**src/hw/ptq_pkg.sv**
```systemverilog
// constants shared by the pulse trigger qualifier
// assumes a single 100 MHz sampling clock
package ptq_pkg;

  // sampling clock
  localparam int CLK_PERIOD_PS   = 10000;

  // shortest edge transit that can be qualified
  localparam int SLEW_MIN_PS     = 600;
  localparam int SLEW_MIN_CYC    = SLEW_MIN_PS / CLK_PERIOD_PS + 1;

  // narrowest pulse the slew qualifier handles reliably, in ps
  localparam int SLEW_PULSE_MIN_PS = 7500;

  // default field widths
  localparam int CNT_W_DEF       = 16;
  localparam int THR_W_DEF       = 12;
  localparam int NUM_CH          = 4;
  localparam int SRC_W           = 2;

  // reset values
  localparam logic RST_TRIG      = 1'b0;
  localparam logic RST_AT_UPPER  = 1'b0;

  typedef enum logic [1:0] {
    PTQ_CLS_RUNT  = 2'b00,
    PTQ_CLS_WIDTH = 2'b01,
    PTQ_CLS_SLEW  = 2'b10
  } ptq_class_t;

  typedef enum logic [1:0] {
    PTQ_POL_POS    = 2'b00,
    PTQ_POL_NEG    = 2'b01,
    PTQ_POL_EITHER = 2'b10
  } ptq_pol_t;

  typedef enum logic [1:0] {
    PTQ_ST_IDLE = 2'b00,
    PTQ_ST_UP   = 2'b01,
    PTQ_ST_DN   = 2'b10
  } ptq_state_t;

endpackage : ptq_pkg

```
**src/hw/ptq_qualifier.sv**
```systemverilog
// pulse trigger qualifier: runt, width and slew classes on one channel
// assumes comparator outputs arrive asynchronously and that the
// configuration inputs are stable logic on ref_clk
//
// What this block does
// - runt positive: lower up, lower down, upper never; negative mirrors.
// - runt either: cross one threshold, recross it, other never crossed.
// - runt trigger fires when the first-crossed threshold is recrossed.
// - runt may fire always, or only when wider than a set width.
// - width fires inside lower..upper range, or outside it when selected.
// - width class only knows positive or negative pulses.
// - upper limit is the largest, lower the smallest valid width.
// - effective lower width limit never exceeds the upper limit.
// - one source selection of four channels serves every class.
// - slew positive evaluates edges crossing lower then upper.
// - slew negative evaluates edges crossing upper then lower.
// - slew either evaluates edges crossing one threshold then the other.
// - slew reference is threshold difference over delta time, read only.
// - a select bit picks faster-than or slower-than slew triggering.
// - transits crossing both thresholds in one sample never produce a slew trigger.
// - slew trigger point is the threshold crossed last.
`timescale 1ns/10ps
`default_nettype none

module ptq_qualifier
  import ptq_pkg::*;
#(
  parameter int CNT_W = CNT_W_DEF,
  parameter int THR_W = THR_W_DEF
)
(
  input  wire logic               ref_clk,         // sampling clock
  input  wire logic               arst_n,          // async reset, low
  input  wire logic [NUM_CH-1:0]  aboveLower,      // comparator, per chan
  input  wire logic [NUM_CH-1:0]  aboveUpper,      // comparator, per chan
  input  wire logic [SRC_W-1:0]   srcSel,          // trigger source
  input  wire ptq_class_t         trigClass,       // runt, width, slew
  input  wire ptq_pol_t           trigPol,         // polarity
  input  wire logic               runtWidthEn,     // runt wider-than mode
  input  wire logic [CNT_W-1:0]   runtWidth,       // runt width, cycles
  input  wire logic               widthOutside,    // out-of-limits mode
  input  wire logic [CNT_W-1:0]   widthLowerLim,   // lower limit, cycles
  input  wire logic [CNT_W-1:0]   widthUpperLim,   // upper limit, cycles
  input  wire logic [CNT_W-1:0]   deltaTime,       // slew delta, cycles
  input  wire logic [THR_W-1:0]   thrUpper,        // upper threshold code
  input  wire logic [THR_W-1:0]   thrLower,        // lower threshold code
  input  wire logic               slewFaster,      // 1 faster, 0 slower
  output logic                    trigOut,         // trigger pulse
  output logic                    trigAtUpper,     // point at upper thr
  output logic [CNT_W-1:0]        slewRef,         // slew reference
  output logic [CNT_W-1:0]        effLowerLim      // constrained lower
);

  logic                rstMeta;
  logic                rstN;
  logic [NUM_CH-1:0]   loMeta;
  logic [NUM_CH-1:0]   hiMeta;
  logic [NUM_CH-1:0]   loSync;
  logic [NUM_CH-1:0]   hiSync;
  logic                loPrev;
  logic                hiPrev;
  logic                lo;
  logic                hi;
  logic                loRise;
  logic                loFall;
  logic                hiRise;
  logic                hiFall;
  logic                cfgChanged;
  logic                posOk;
  logic                negOk;
  logic                widthNeg;
  logic                inRange;
  logic                slewOk;
  logic                runtOk;
  logic [CNT_W-1:0]    lowerClamp;
  logic [CNT_W-1:0]    thrDiff;
  logic [CNT_W-1:0]    cnt_reg;
  logic [CNT_W-1:0]    cnt_next;
  ptq_state_t          state_reg;
  ptq_state_t          state_next;
  logic                trig_reg;
  logic                trig_next;
  logic                atUpper_reg;
  logic                atUpper_next;
  logic [CNT_W-1:0]    slewRef_reg;
  logic [CNT_W-1:0]    slewRef_next;
  logic [CNT_W-1:0]    effLower_reg;
  logic [CNT_W-1:0]    effLower_next;
  ptq_class_t          clsPrev_reg;
  ptq_pol_t            polPrev_reg;

  // reset release through two flops
  always_ff @(posedge ref_clk or negedge arst_n)
  begin
    if (!arst_n)
    begin
      rstMeta <= 1'b0;
      rstN    <= 1'b0;
    end
    else
    begin
      rstMeta <= 1'b1;
      rstN    <= rstMeta;
    end
  end

  // all channels synchronised before the source mux, so switching
  // source never exposes a metastable first stage
  always_ff @(posedge ref_clk or negedge rstN)
  begin
    if (!rstN)
    begin
      loMeta <= '0;
      hiMeta <= '0;
      loSync <= '0;
      hiSync <= '0;
    end
    else
    begin
      loMeta <= aboveLower;
      hiMeta <= aboveUpper;
      loSync <= loMeta;
      hiSync <= hiMeta;
    end
  end

  assign lo = loSync[srcSel];
  assign hi = hiSync[srcSel];

  always_ff @(posedge ref_clk or negedge rstN)
  begin
    if (!rstN)
    begin
      loPrev      <= 1'b0;
      hiPrev      <= 1'b0;
      clsPrev_reg <= PTQ_CLS_RUNT;
      polPrev_reg <= PTQ_POL_POS;
    end
    else
    begin
      loPrev      <= lo;
      hiPrev      <= hi;
      clsPrev_reg <= trigClass;
      polPrev_reg <= trigPol;
    end
  end

  assign loRise     = lo & ~loPrev;
  assign loFall     = ~lo & loPrev;
  assign hiRise     = hi & ~hiPrev;
  assign hiFall     = ~hi & hiPrev;
  assign cfgChanged = (trigClass != clsPrev_reg) ||
                      (trigPol != polPrev_reg);
  assign posOk      = (trigPol == PTQ_POL_POS) ||
                      (trigPol == PTQ_POL_EITHER);
  assign negOk      = (trigPol == PTQ_POL_NEG) ||
                      (trigPol == PTQ_POL_EITHER);
  // either is not offered for width; it falls back to positive
  assign widthNeg   = (trigPol == PTQ_POL_NEG);

  assign lowerClamp = (widthLowerLim > widthUpperLim) ?
                      widthUpperLim : widthLowerLim;
  assign inRange    = (cnt_reg >= lowerClamp) &&
                      (cnt_reg <= widthUpperLim);
  assign runtOk     = !runtWidthEn || (cnt_reg > runtWidth);
  // cycle counts compared directly, no ratio arithmetic per edge
  assign slewOk     = (cnt_reg >= CNT_W'(SLEW_MIN_CYC)) &&
                      (slewFaster ? (cnt_reg < deltaTime)
                                  : (cnt_reg > deltaTime));

  // sequence tracker, shared by the classes since only one is active
  always_comb
  begin
    state_next   = state_reg;
    cnt_next     = (&cnt_reg) ? cnt_reg : cnt_reg + 1'b1;
    trig_next    = 1'b0;
    atUpper_next = atUpper_reg;
    if (cfgChanged)
    begin
      state_next = PTQ_ST_IDLE;
    end
    else
    begin
      case (trigClass)
        PTQ_CLS_RUNT:
        begin
          case (state_reg)
            PTQ_ST_IDLE:
            begin
              if (posOk && loRise && !hi)
              begin
                state_next = PTQ_ST_UP;
                cnt_next   = CNT_W'(1);
              end
              else if (negOk && hiFall && lo)
              begin
                state_next = PTQ_ST_DN;
                cnt_next   = CNT_W'(1);
              end
            end
            PTQ_ST_UP:
            begin
              if (hiRise)
                state_next = PTQ_ST_IDLE;
              else if (loFall)
              begin
                state_next   = PTQ_ST_IDLE;
                trig_next    = runtOk;
                atUpper_next = 1'b0;
              end
            end
            PTQ_ST_DN:
            begin
              if (loFall)
                state_next = PTQ_ST_IDLE;
              else if (hiRise)
              begin
                state_next   = PTQ_ST_IDLE;
                trig_next    = runtOk;
                atUpper_next = 1'b1;
              end
            end
            default: state_next = PTQ_ST_IDLE;
          endcase
        end
        PTQ_CLS_WIDTH:
        begin
          case (state_reg)
            PTQ_ST_IDLE:
            begin
              if (!widthNeg && loRise)
              begin
                state_next = PTQ_ST_UP;
                cnt_next   = CNT_W'(1);
              end
              else if (widthNeg && loFall)
              begin
                state_next = PTQ_ST_DN;
                cnt_next   = CNT_W'(1);
              end
            end
            PTQ_ST_UP:
            begin
              if (loFall)
              begin
                state_next   = PTQ_ST_IDLE;
                trig_next    = inRange ^ widthOutside;
                atUpper_next = 1'b0;
              end
            end
            PTQ_ST_DN:
            begin
              if (loRise)
              begin
                state_next   = PTQ_ST_IDLE;
                trig_next    = inRange ^ widthOutside;
                atUpper_next = 1'b0;
              end
            end
            default: state_next = PTQ_ST_IDLE;
          endcase
        end
        PTQ_CLS_SLEW:
        begin
          case (state_reg)
            PTQ_ST_IDLE:
            begin
              // both crossing in one sample is too fast to qualify
              if (posOk && loRise && !hiRise)
              begin
                state_next = PTQ_ST_UP;
                cnt_next   = CNT_W'(1);
              end
              else if (negOk && hiFall && !loFall)
              begin
                state_next = PTQ_ST_DN;
                cnt_next   = CNT_W'(1);
              end
            end
            PTQ_ST_UP:
            begin
              if (loFall)
                state_next = PTQ_ST_IDLE;
              else if (hiRise)
              begin
                state_next   = PTQ_ST_IDLE;
                trig_next    = slewOk;
                atUpper_next = 1'b1;
              end
            end
            PTQ_ST_DN:
            begin
              if (hiRise)
                state_next = PTQ_ST_IDLE;
              else if (loFall)
              begin
                state_next   = PTQ_ST_IDLE;
                trig_next    = slewOk;
                atUpper_next = 1'b0;
              end
            end
            default: state_next = PTQ_ST_IDLE;
          endcase
        end
        default: state_next = PTQ_ST_IDLE;
      endcase
    end
  end

  // reference readout; a zero delta saturates instead of dividing
  assign thrDiff = (thrUpper > thrLower) ?
                   CNT_W'(thrUpper - thrLower) : '0;

  always_comb
  begin
    slewRef_next  = (deltaTime == '0) ? '1 : thrDiff / deltaTime;
    effLower_next = lowerClamp;
  end

  always_ff @(posedge ref_clk or negedge rstN)
  begin
    if (!rstN)
    begin
      state_reg    <= PTQ_ST_IDLE;
      cnt_reg      <= '0;
      trig_reg     <= RST_TRIG;
      atUpper_reg  <= RST_AT_UPPER;
      slewRef_reg  <= '0;
      effLower_reg <= '0;
    end
    else
    begin
      state_reg    <= state_next;
      cnt_reg      <= cnt_next;
      trig_reg     <= trig_next;
      atUpper_reg  <= atUpper_next;
      slewRef_reg  <= slewRef_next;
      effLower_reg <= effLower_next;
    end
  end

  assign trigOut     = trig_reg;
  assign trigAtUpper = atUpper_reg;
  assign slewRef     = slewRef_reg;
  assign effLowerLim = effLower_reg;
endmodule : ptq_qualifier

`default_nettype wire

```
**config.mk**
```make
export PLATFORM = sky130hd
export DESIGN_NAME = ptq_qualifier
export DESIGN_NICKNAME = d
export VERILOG_FILES = /design/src/hw/ptq_pkg.sv /design/src/hw/ptq_qualifier.sv
export SDC_FILE = /design/constraint.sdc
export NUM_CORES = 1
export LEC_CHECK = 0
export BUFFER_PORTS_ARGS = -buffer_cell sky130_fd_sc_hd__clkbuf_2
export CORE_ASPECT_RATIO = 0.8
export CORE_MARGIN = 4
export CORE_UTILIZATION = 40
export CTS_CLUSTER_DIAMETER = 80
export DETAILED_ROUTE_END_ITERATION = 12
export PLACE_DENSITY_LB_ADDON = 0.2
export SLEW_MARGIN = 20
export SYNTH_ARGS = -nofsm -noshare
export SYNTH_HDL_FRONTEND = slang
export SYNTH_SLANG_ARGS = --single-unit
```
**constraint.sdc**
```tcl
create_clock -name ref_clk -period 3.4 [get_ports ref_clk]
set_input_delay 0.68 -clock ref_clk [delete_from_list [all_inputs] [get_ports ref_clk]]
set_output_delay 0.68 -clock ref_clk [all_outputs]
set_load 0.02 [all_outputs]
```
## After elaboration in Yosys (flattened, before gate mapping)

Cells that the tools add are included.

| word-level totals | value |
|---|---|
| register bits | 76 |
| input bits | 107 |
| output and inout bits | 34 |
| word-level logic and storage cells | 141 |

| operators by class | value |
|---|---|
| add/subtract/negate cells | 2 |
| div/mod/pow operators | 1 |
| magnitude comparators | 9 |
| eq/ne operators | 16 |
| mux-type cells | 60 |
| bitwise operators | 10 |
| reduce and logical (&&, ||, !) cells | 27 |

Operators with widths:

| operator | number |
|---|---|
| $mux W16 | 14 |
| $gt A16 B16 Y1 | 3 |
| $pmux W16 S3 | 1 |
| $mux W2 | 12 |
| $pmux W2 S3 | 4 |
| $mux W1 | 19 |
| $add A16 B1 Y16 const B | 1 |
| $div A16 B16 Y16 | 1 |
| $ge A16 B1 Y1 const B | 1 |
| $ge A16 B16 Y1 | 1 |
| $le A16 B16 Y1 | 1 |
| $logic_not A16 Y1 | 1 |
| $lt A16 B16 Y1 | 1 |
| $reduce_and A16 Y1 | 1 |
| $ne A5 B5 Y1 const B | 3 |
| $sub A12 B12 Y13 | 1 |
| $gt A12 B12 Y1 | 1 |
| $pmux W1 S2 | 6 |
| $logic_and A1 B1 Y1 | 10 |
| $ne A3 B3 Y1 const B | 3 |
| $eq A2 B1 Y1 const B | 3 |
| $eq A2 B2 Y1 const B | 3 |
| $logic_not A2 Y1 | 3 |
| $pmux W1 S3 | 2 |
| 13 further kinds | 29 |

## Longest topological paths before layout

| depth | value |
|---|---|
| depth after elaboration | 11 |
| mapped depth | 146 |
| mapped depth without buffers | 137 |

## Least setup slack after synthesis

No wires, ideal clock.

| timing path | value |
|---|---|
| path kind | input to register |
| start | in thrUpper[0] |
| end | reg slewRef_reg[0], in the netlist slewRef[0] |
| arrival time | 27986 ps |
| data required time | 3269 ps |
| slack | -24716 ps |
| stages | 125 |
| path through | inv_1 > ha_1 > inv_1 > fa_1 > nand3_1 > a21oi_1 > or4b_1 > nand4_1 > o211ai_1 > nor4b_1 > o211ai_1 > a21oi_1 > ha_1 > o21ai_0 > a211o_1 > o21ai_0 > ha_1 > o211a_1 > [89 not listed] > o21ai_0 > a211oi_1 > nand4_1 > a41oi_1 > o31ai_1 > a21oi_1 > o31ai_1 > clkbuf_1 > mux2_2 > ha_1 > a21o_1 > a21oi_1 > nor2b_1 > o21ai_0 > nand2b_1 > a211oi_1 > o21a_1 > o21ai_0 |

| on the way | value |
|---|---|
| longest elaborated chain between the ends | 4 |
| elaborated cells between the ends (all ways) | 5 |
| classes of those cells | add/sub: 1; div: 1; order compare: 1; mux: 2 |

Ends and longest elaborated chain:

| what | RTL line | source |
|---|---|---|
| from (decl) | ptq_qualifier.sv:45 | `input wire logic [THR_W-1:0] thrUpper,` |
| $sub A12 B12 Y13 or $gt A12 B12 Y1 (tied branches) | ptq_qualifier.sv:312, ptq_qualifier.sv:311 |  |
| $mux W16 * | ptq_qualifier.sv:311 | `assign thrDiff = (thrUpper > thrLower) ?` |
| $div A16 B16 Y16 * | ptq_qualifier.sv:316 | `slewRef_next = (deltaTime == '0) ? '1 : thrDiff / deltaTime;` |
| $mux W16 * | ptq_qualifier.sv:316 |  |
| via slewRef_next[0] | ptq_qualifier.sv:86 | `logic [CNT_W-1:0] slewRef_next;` |
| to (signal assigned) | ptq_qualifier.sv:337 | `slewRef_reg <= slewRef_next;` |
| to (decl) | ptq_qualifier.sv:85 | `logic [CNT_W-1:0] slewRef_reg;` |

Mark *: on every way through the listed nets, which the timed path passes. The rest lies on a longest branch.
A chain may end at the register's enable or synchronous reset.

## Worst setup path after layout

Same ends and word-level chain as after synthesis.

==> impl_metrics.tcl <==
set metrics [dict create \
    drt_pre_antenna_iters 7 \
    synth-main-ff-cell "sky130_fd_sc_hd__dfrtp_1" \
    hold_removal_path_class "in2async" \
    timing.setup.critical_path_class "in2reg" \
    layout_worst_path_cycle_share_pct 747 \
    clock_transition_at_path_regs_ns 0.07 \
    cts_max_level 3 \
    violations "setup timing" \
    power.leakage_nw 11.4 \
    irDropWorstVdd_v 0.000320 \
    final_period_minus_worst_setup_slack_ns 25.41 \
    worst_slew_pin_slew_ns 0.556 \
    critical_path.max_stage_delay_ns 0.43 \
    final.setup.worst_slack_ns -22.01 \
    fin_tns_setup_ns -163.51 \
    clock_path_buffers 2 \
    fp.dieArea_um2 36400 \
    cpMaxStageDelayCell "sky130_fd_sc_hd__or4_1" \
    die-height_um 171 \
    finalSetupViolCount 16 \
    hold_viol_final 0 \
    gp_routability_congestion 0.943 \
    grt_setup_unrepaired "yes" \
    initial_utilization_pct 40.8 \
    number_of_antenna_violations_at_the_first_check_in_global_routing 0 \
    layout.core_utilization_pct 67.5 \
    layout-drive-gt1-share_pct 46.6 \
    dr.first_iter.drc_count 1284 \
    cp_data_arrival_time_ns 25.65 \
    clockRootBuffer "sky130_fd_sc_hd__clkbuf_16" \
    wirelength_mm 54.9 \
    max_freq_mhz 39.3 \
    cts_made_buffers 9 \
    worst_clock_skew_ns 0.00850 \
    grt_pass1_vias 16400 \
    post_synth_inst_count 1692 \
    design_power_total_mw 7.41 \
    worst_setup_path_end_kind "flip-flop" \
    insertion_delay_ns 0.35 \
    port_buffers 140 \
    num-nets-final 2857 \
    synth_area_um2 13300 \
    result_of_the_run "finished with violations" \
    post_synth_cell_types 97 \
    layout.cells.most_common "sky130_fd_sc_hd__buf_4" \
    most-common-layout-cells "sky130_fd_sc_hd__buf_4 (654), sky130_fd_sc_hd__ha_1 (196), sky130_fd_sc_hd__nor2_1 (135)" \
    postSynth.asyncResetShare_pct 100 \
    cpLargestDelayFamily "compound AO/OA/AOI/OAI gates" \
    synthesis.yosys.warnings 0 \
    total_number_of_vias 16500 \
    clock_tree_from_tritoncts "yes" \
    core.rowCount 59 \
    grt_util_all_layers_pct 28.9 \
    final-instance-count-excl-fill 2937 \
    cpMostUsedCell "sky130_fd_sc_hd__a21o_1" \
    overflow 0 \
    required_worst_endpoint_ns 3.64 \
    ioPinCount 141 \
    chipWidth_um 212 \
    slew_viol_final 0 \
    coreArea_um2 32700 \
    ant_nets 0 \
    wire_length_of_the_first_global_routing_pass_mm 85.0 \
    synth_sequential_area_ratio_pct 14.3 \
    route.detailed.vias_per_inst 5.61 \
    grt_start_max_net_pins 75 \
    nature_of_the_critical_path_startpoint "input pin" \
    dp_worst_setup_slack_ns -23.52 \
    worstSetupPathDepth 133 \
    dp_hpwl_mm 41.6 \
    powerDensity_nw_per_um2 336 \
    final_antenna_diode_count 0 \
    routed_wire_length_per_instance_um 18.7 \
    post_synth.cell_area_avg_um2 7.89 \
    synth-seq-cells 76 \
    worst_slew_margin_rel_pct 62.9 \
    critical_path.max_fanout 8 \
    postSynthNetCount 2044 \
    reg2reg_path_depth 12 \
    dpl.cell_count 2790 \
    clock-sinks 76 \
    timing.critical_path.buf_inv 14 \
    drc_errors 0 \
    syn2layout_area_growth_pct 65.5 \
    timing.max_cap.violations 0 \
    post_synth_edffs 0 \
]
==> synthesized netlist by cell type (all sizes together) (39+ instances only) <==
master / number / share of area, %
xor2: 39 / 2.6
mux2: 43 / 3.7
a21o: 72 / 4.1
o21a: 51 / 2.9
xnor2: 48 / 3.2
ha: 244 / 23
nand2: 131 / 3.7
a21oi: 105 / 4.0
nor3: 73 / 2.8
nand3: 42 / 1.6
inv: 99 / 2.8
dfrtp: 76 / 14
nor2: 150 / 4.3
o21ai: 72 / 2.8
==> routing by layer <==
layer	wire length (um)	track usage, %
met1	25200	40.4
met2	24500	46.3
met3	3330	4.23
met4	1940	8.87
met5	0	0
==> cells by family after synthesis <==
family / Yosys count / synth area share [%]
other cells: 1 / 0.0281
simple gates: 584 / 21.7
flops: 76 / 14.3
compound gates: 489 / 25.4
buf+inv: 140 / 3.99
fa+ha+maj: 245 / 23.0
mux: 70 / 5.90
xor+xnor: 87 / 5.71
==> through the flow <==
step	hold WS, ns	cell area (um^2)
2_1_floorplan	0.331	14400
4_1_cts	0.0921	21600
6_report	0.0990	22100
3_5_place_dp	0.335	19600
5_1_grt	0.0876	22100
3_3_place_gp	0.334	19600
==> worst paths after layout <==
| kind | endpoint | from | slack [ns] |
|---|---|---|---|
| setup / recovery | slewRef[0] | thrUpper[0] | -22.01 |
| hold / removal | rstMeta | arst_n | 0.1 |
| setup reg to reg | trigOut | cnt_reg[0] | 0.34 |
| hold reg to reg | loSync[0] | rstN | 0.24 |
| max in group asynchronous | effLowerLim[12] | rstN | 2.57 |
| min in group ref_clk | loSync[2] | loMeta[2] | 0.35 |
==> power by group <==
part | switching, mW | leakage [nW] | internal, mW
Sequential | 0.272 | 0.938 | 1.04
Combinational | 2.45 | 10.3 | 2.56
Clock | 0.434 | 0.159 | 0.656
Total | 3.16 | 11.4 | 4.26
==> cell type report <==
cell class              instances  area (um^2)
clock inverters                 7          105
inverters                      99          407
well taps                     427          534
flip-flops and latches         76         1910
repair buffers                842         6300
multi-input cells            1477        12600
fillers                      2613        10600
clock buffers                   9          225
==> worst register-to-register path, cell delays in order, from the launching register on <==
cell                       delay (ns)
sky130_fd_sc_hd__dfrtp_1         0.43
sky130_fd_sc_hd__inv_1           0.32
sky130_fd_sc_hd__ha_1            0.22
sky130_fd_sc_hd__nor2b_1         0.04
sky130_fd_sc_hd__o21ai_0         0.13
sky130_fd_sc_hd__nand2b_1        0.08
sky130_fd_sc_hd__a21oi_1         0.24
sky130_fd_sc_hd__o21ai_0         0.16
sky130_fd_sc_hd__a221oi_1        0.32
sky130_fd_sc_hd__a22oi_1         0.17
sky130_fd_sc_hd__o31ai_2         0.38
sky130_fd_sc_hd__a211oi_2        0.13
sky130_fd_sc_hd__o311a_1         0.33
==> timing repair <==
item                                    CTS  global route
hold buffers                              0             0
endpoints found under the setup margin   16            17
buffers inserted                        122            37
pin swaps                               127            98
resized for setup                       158           101
cloned                                    2             0
(Power assumes the default switching activity.)
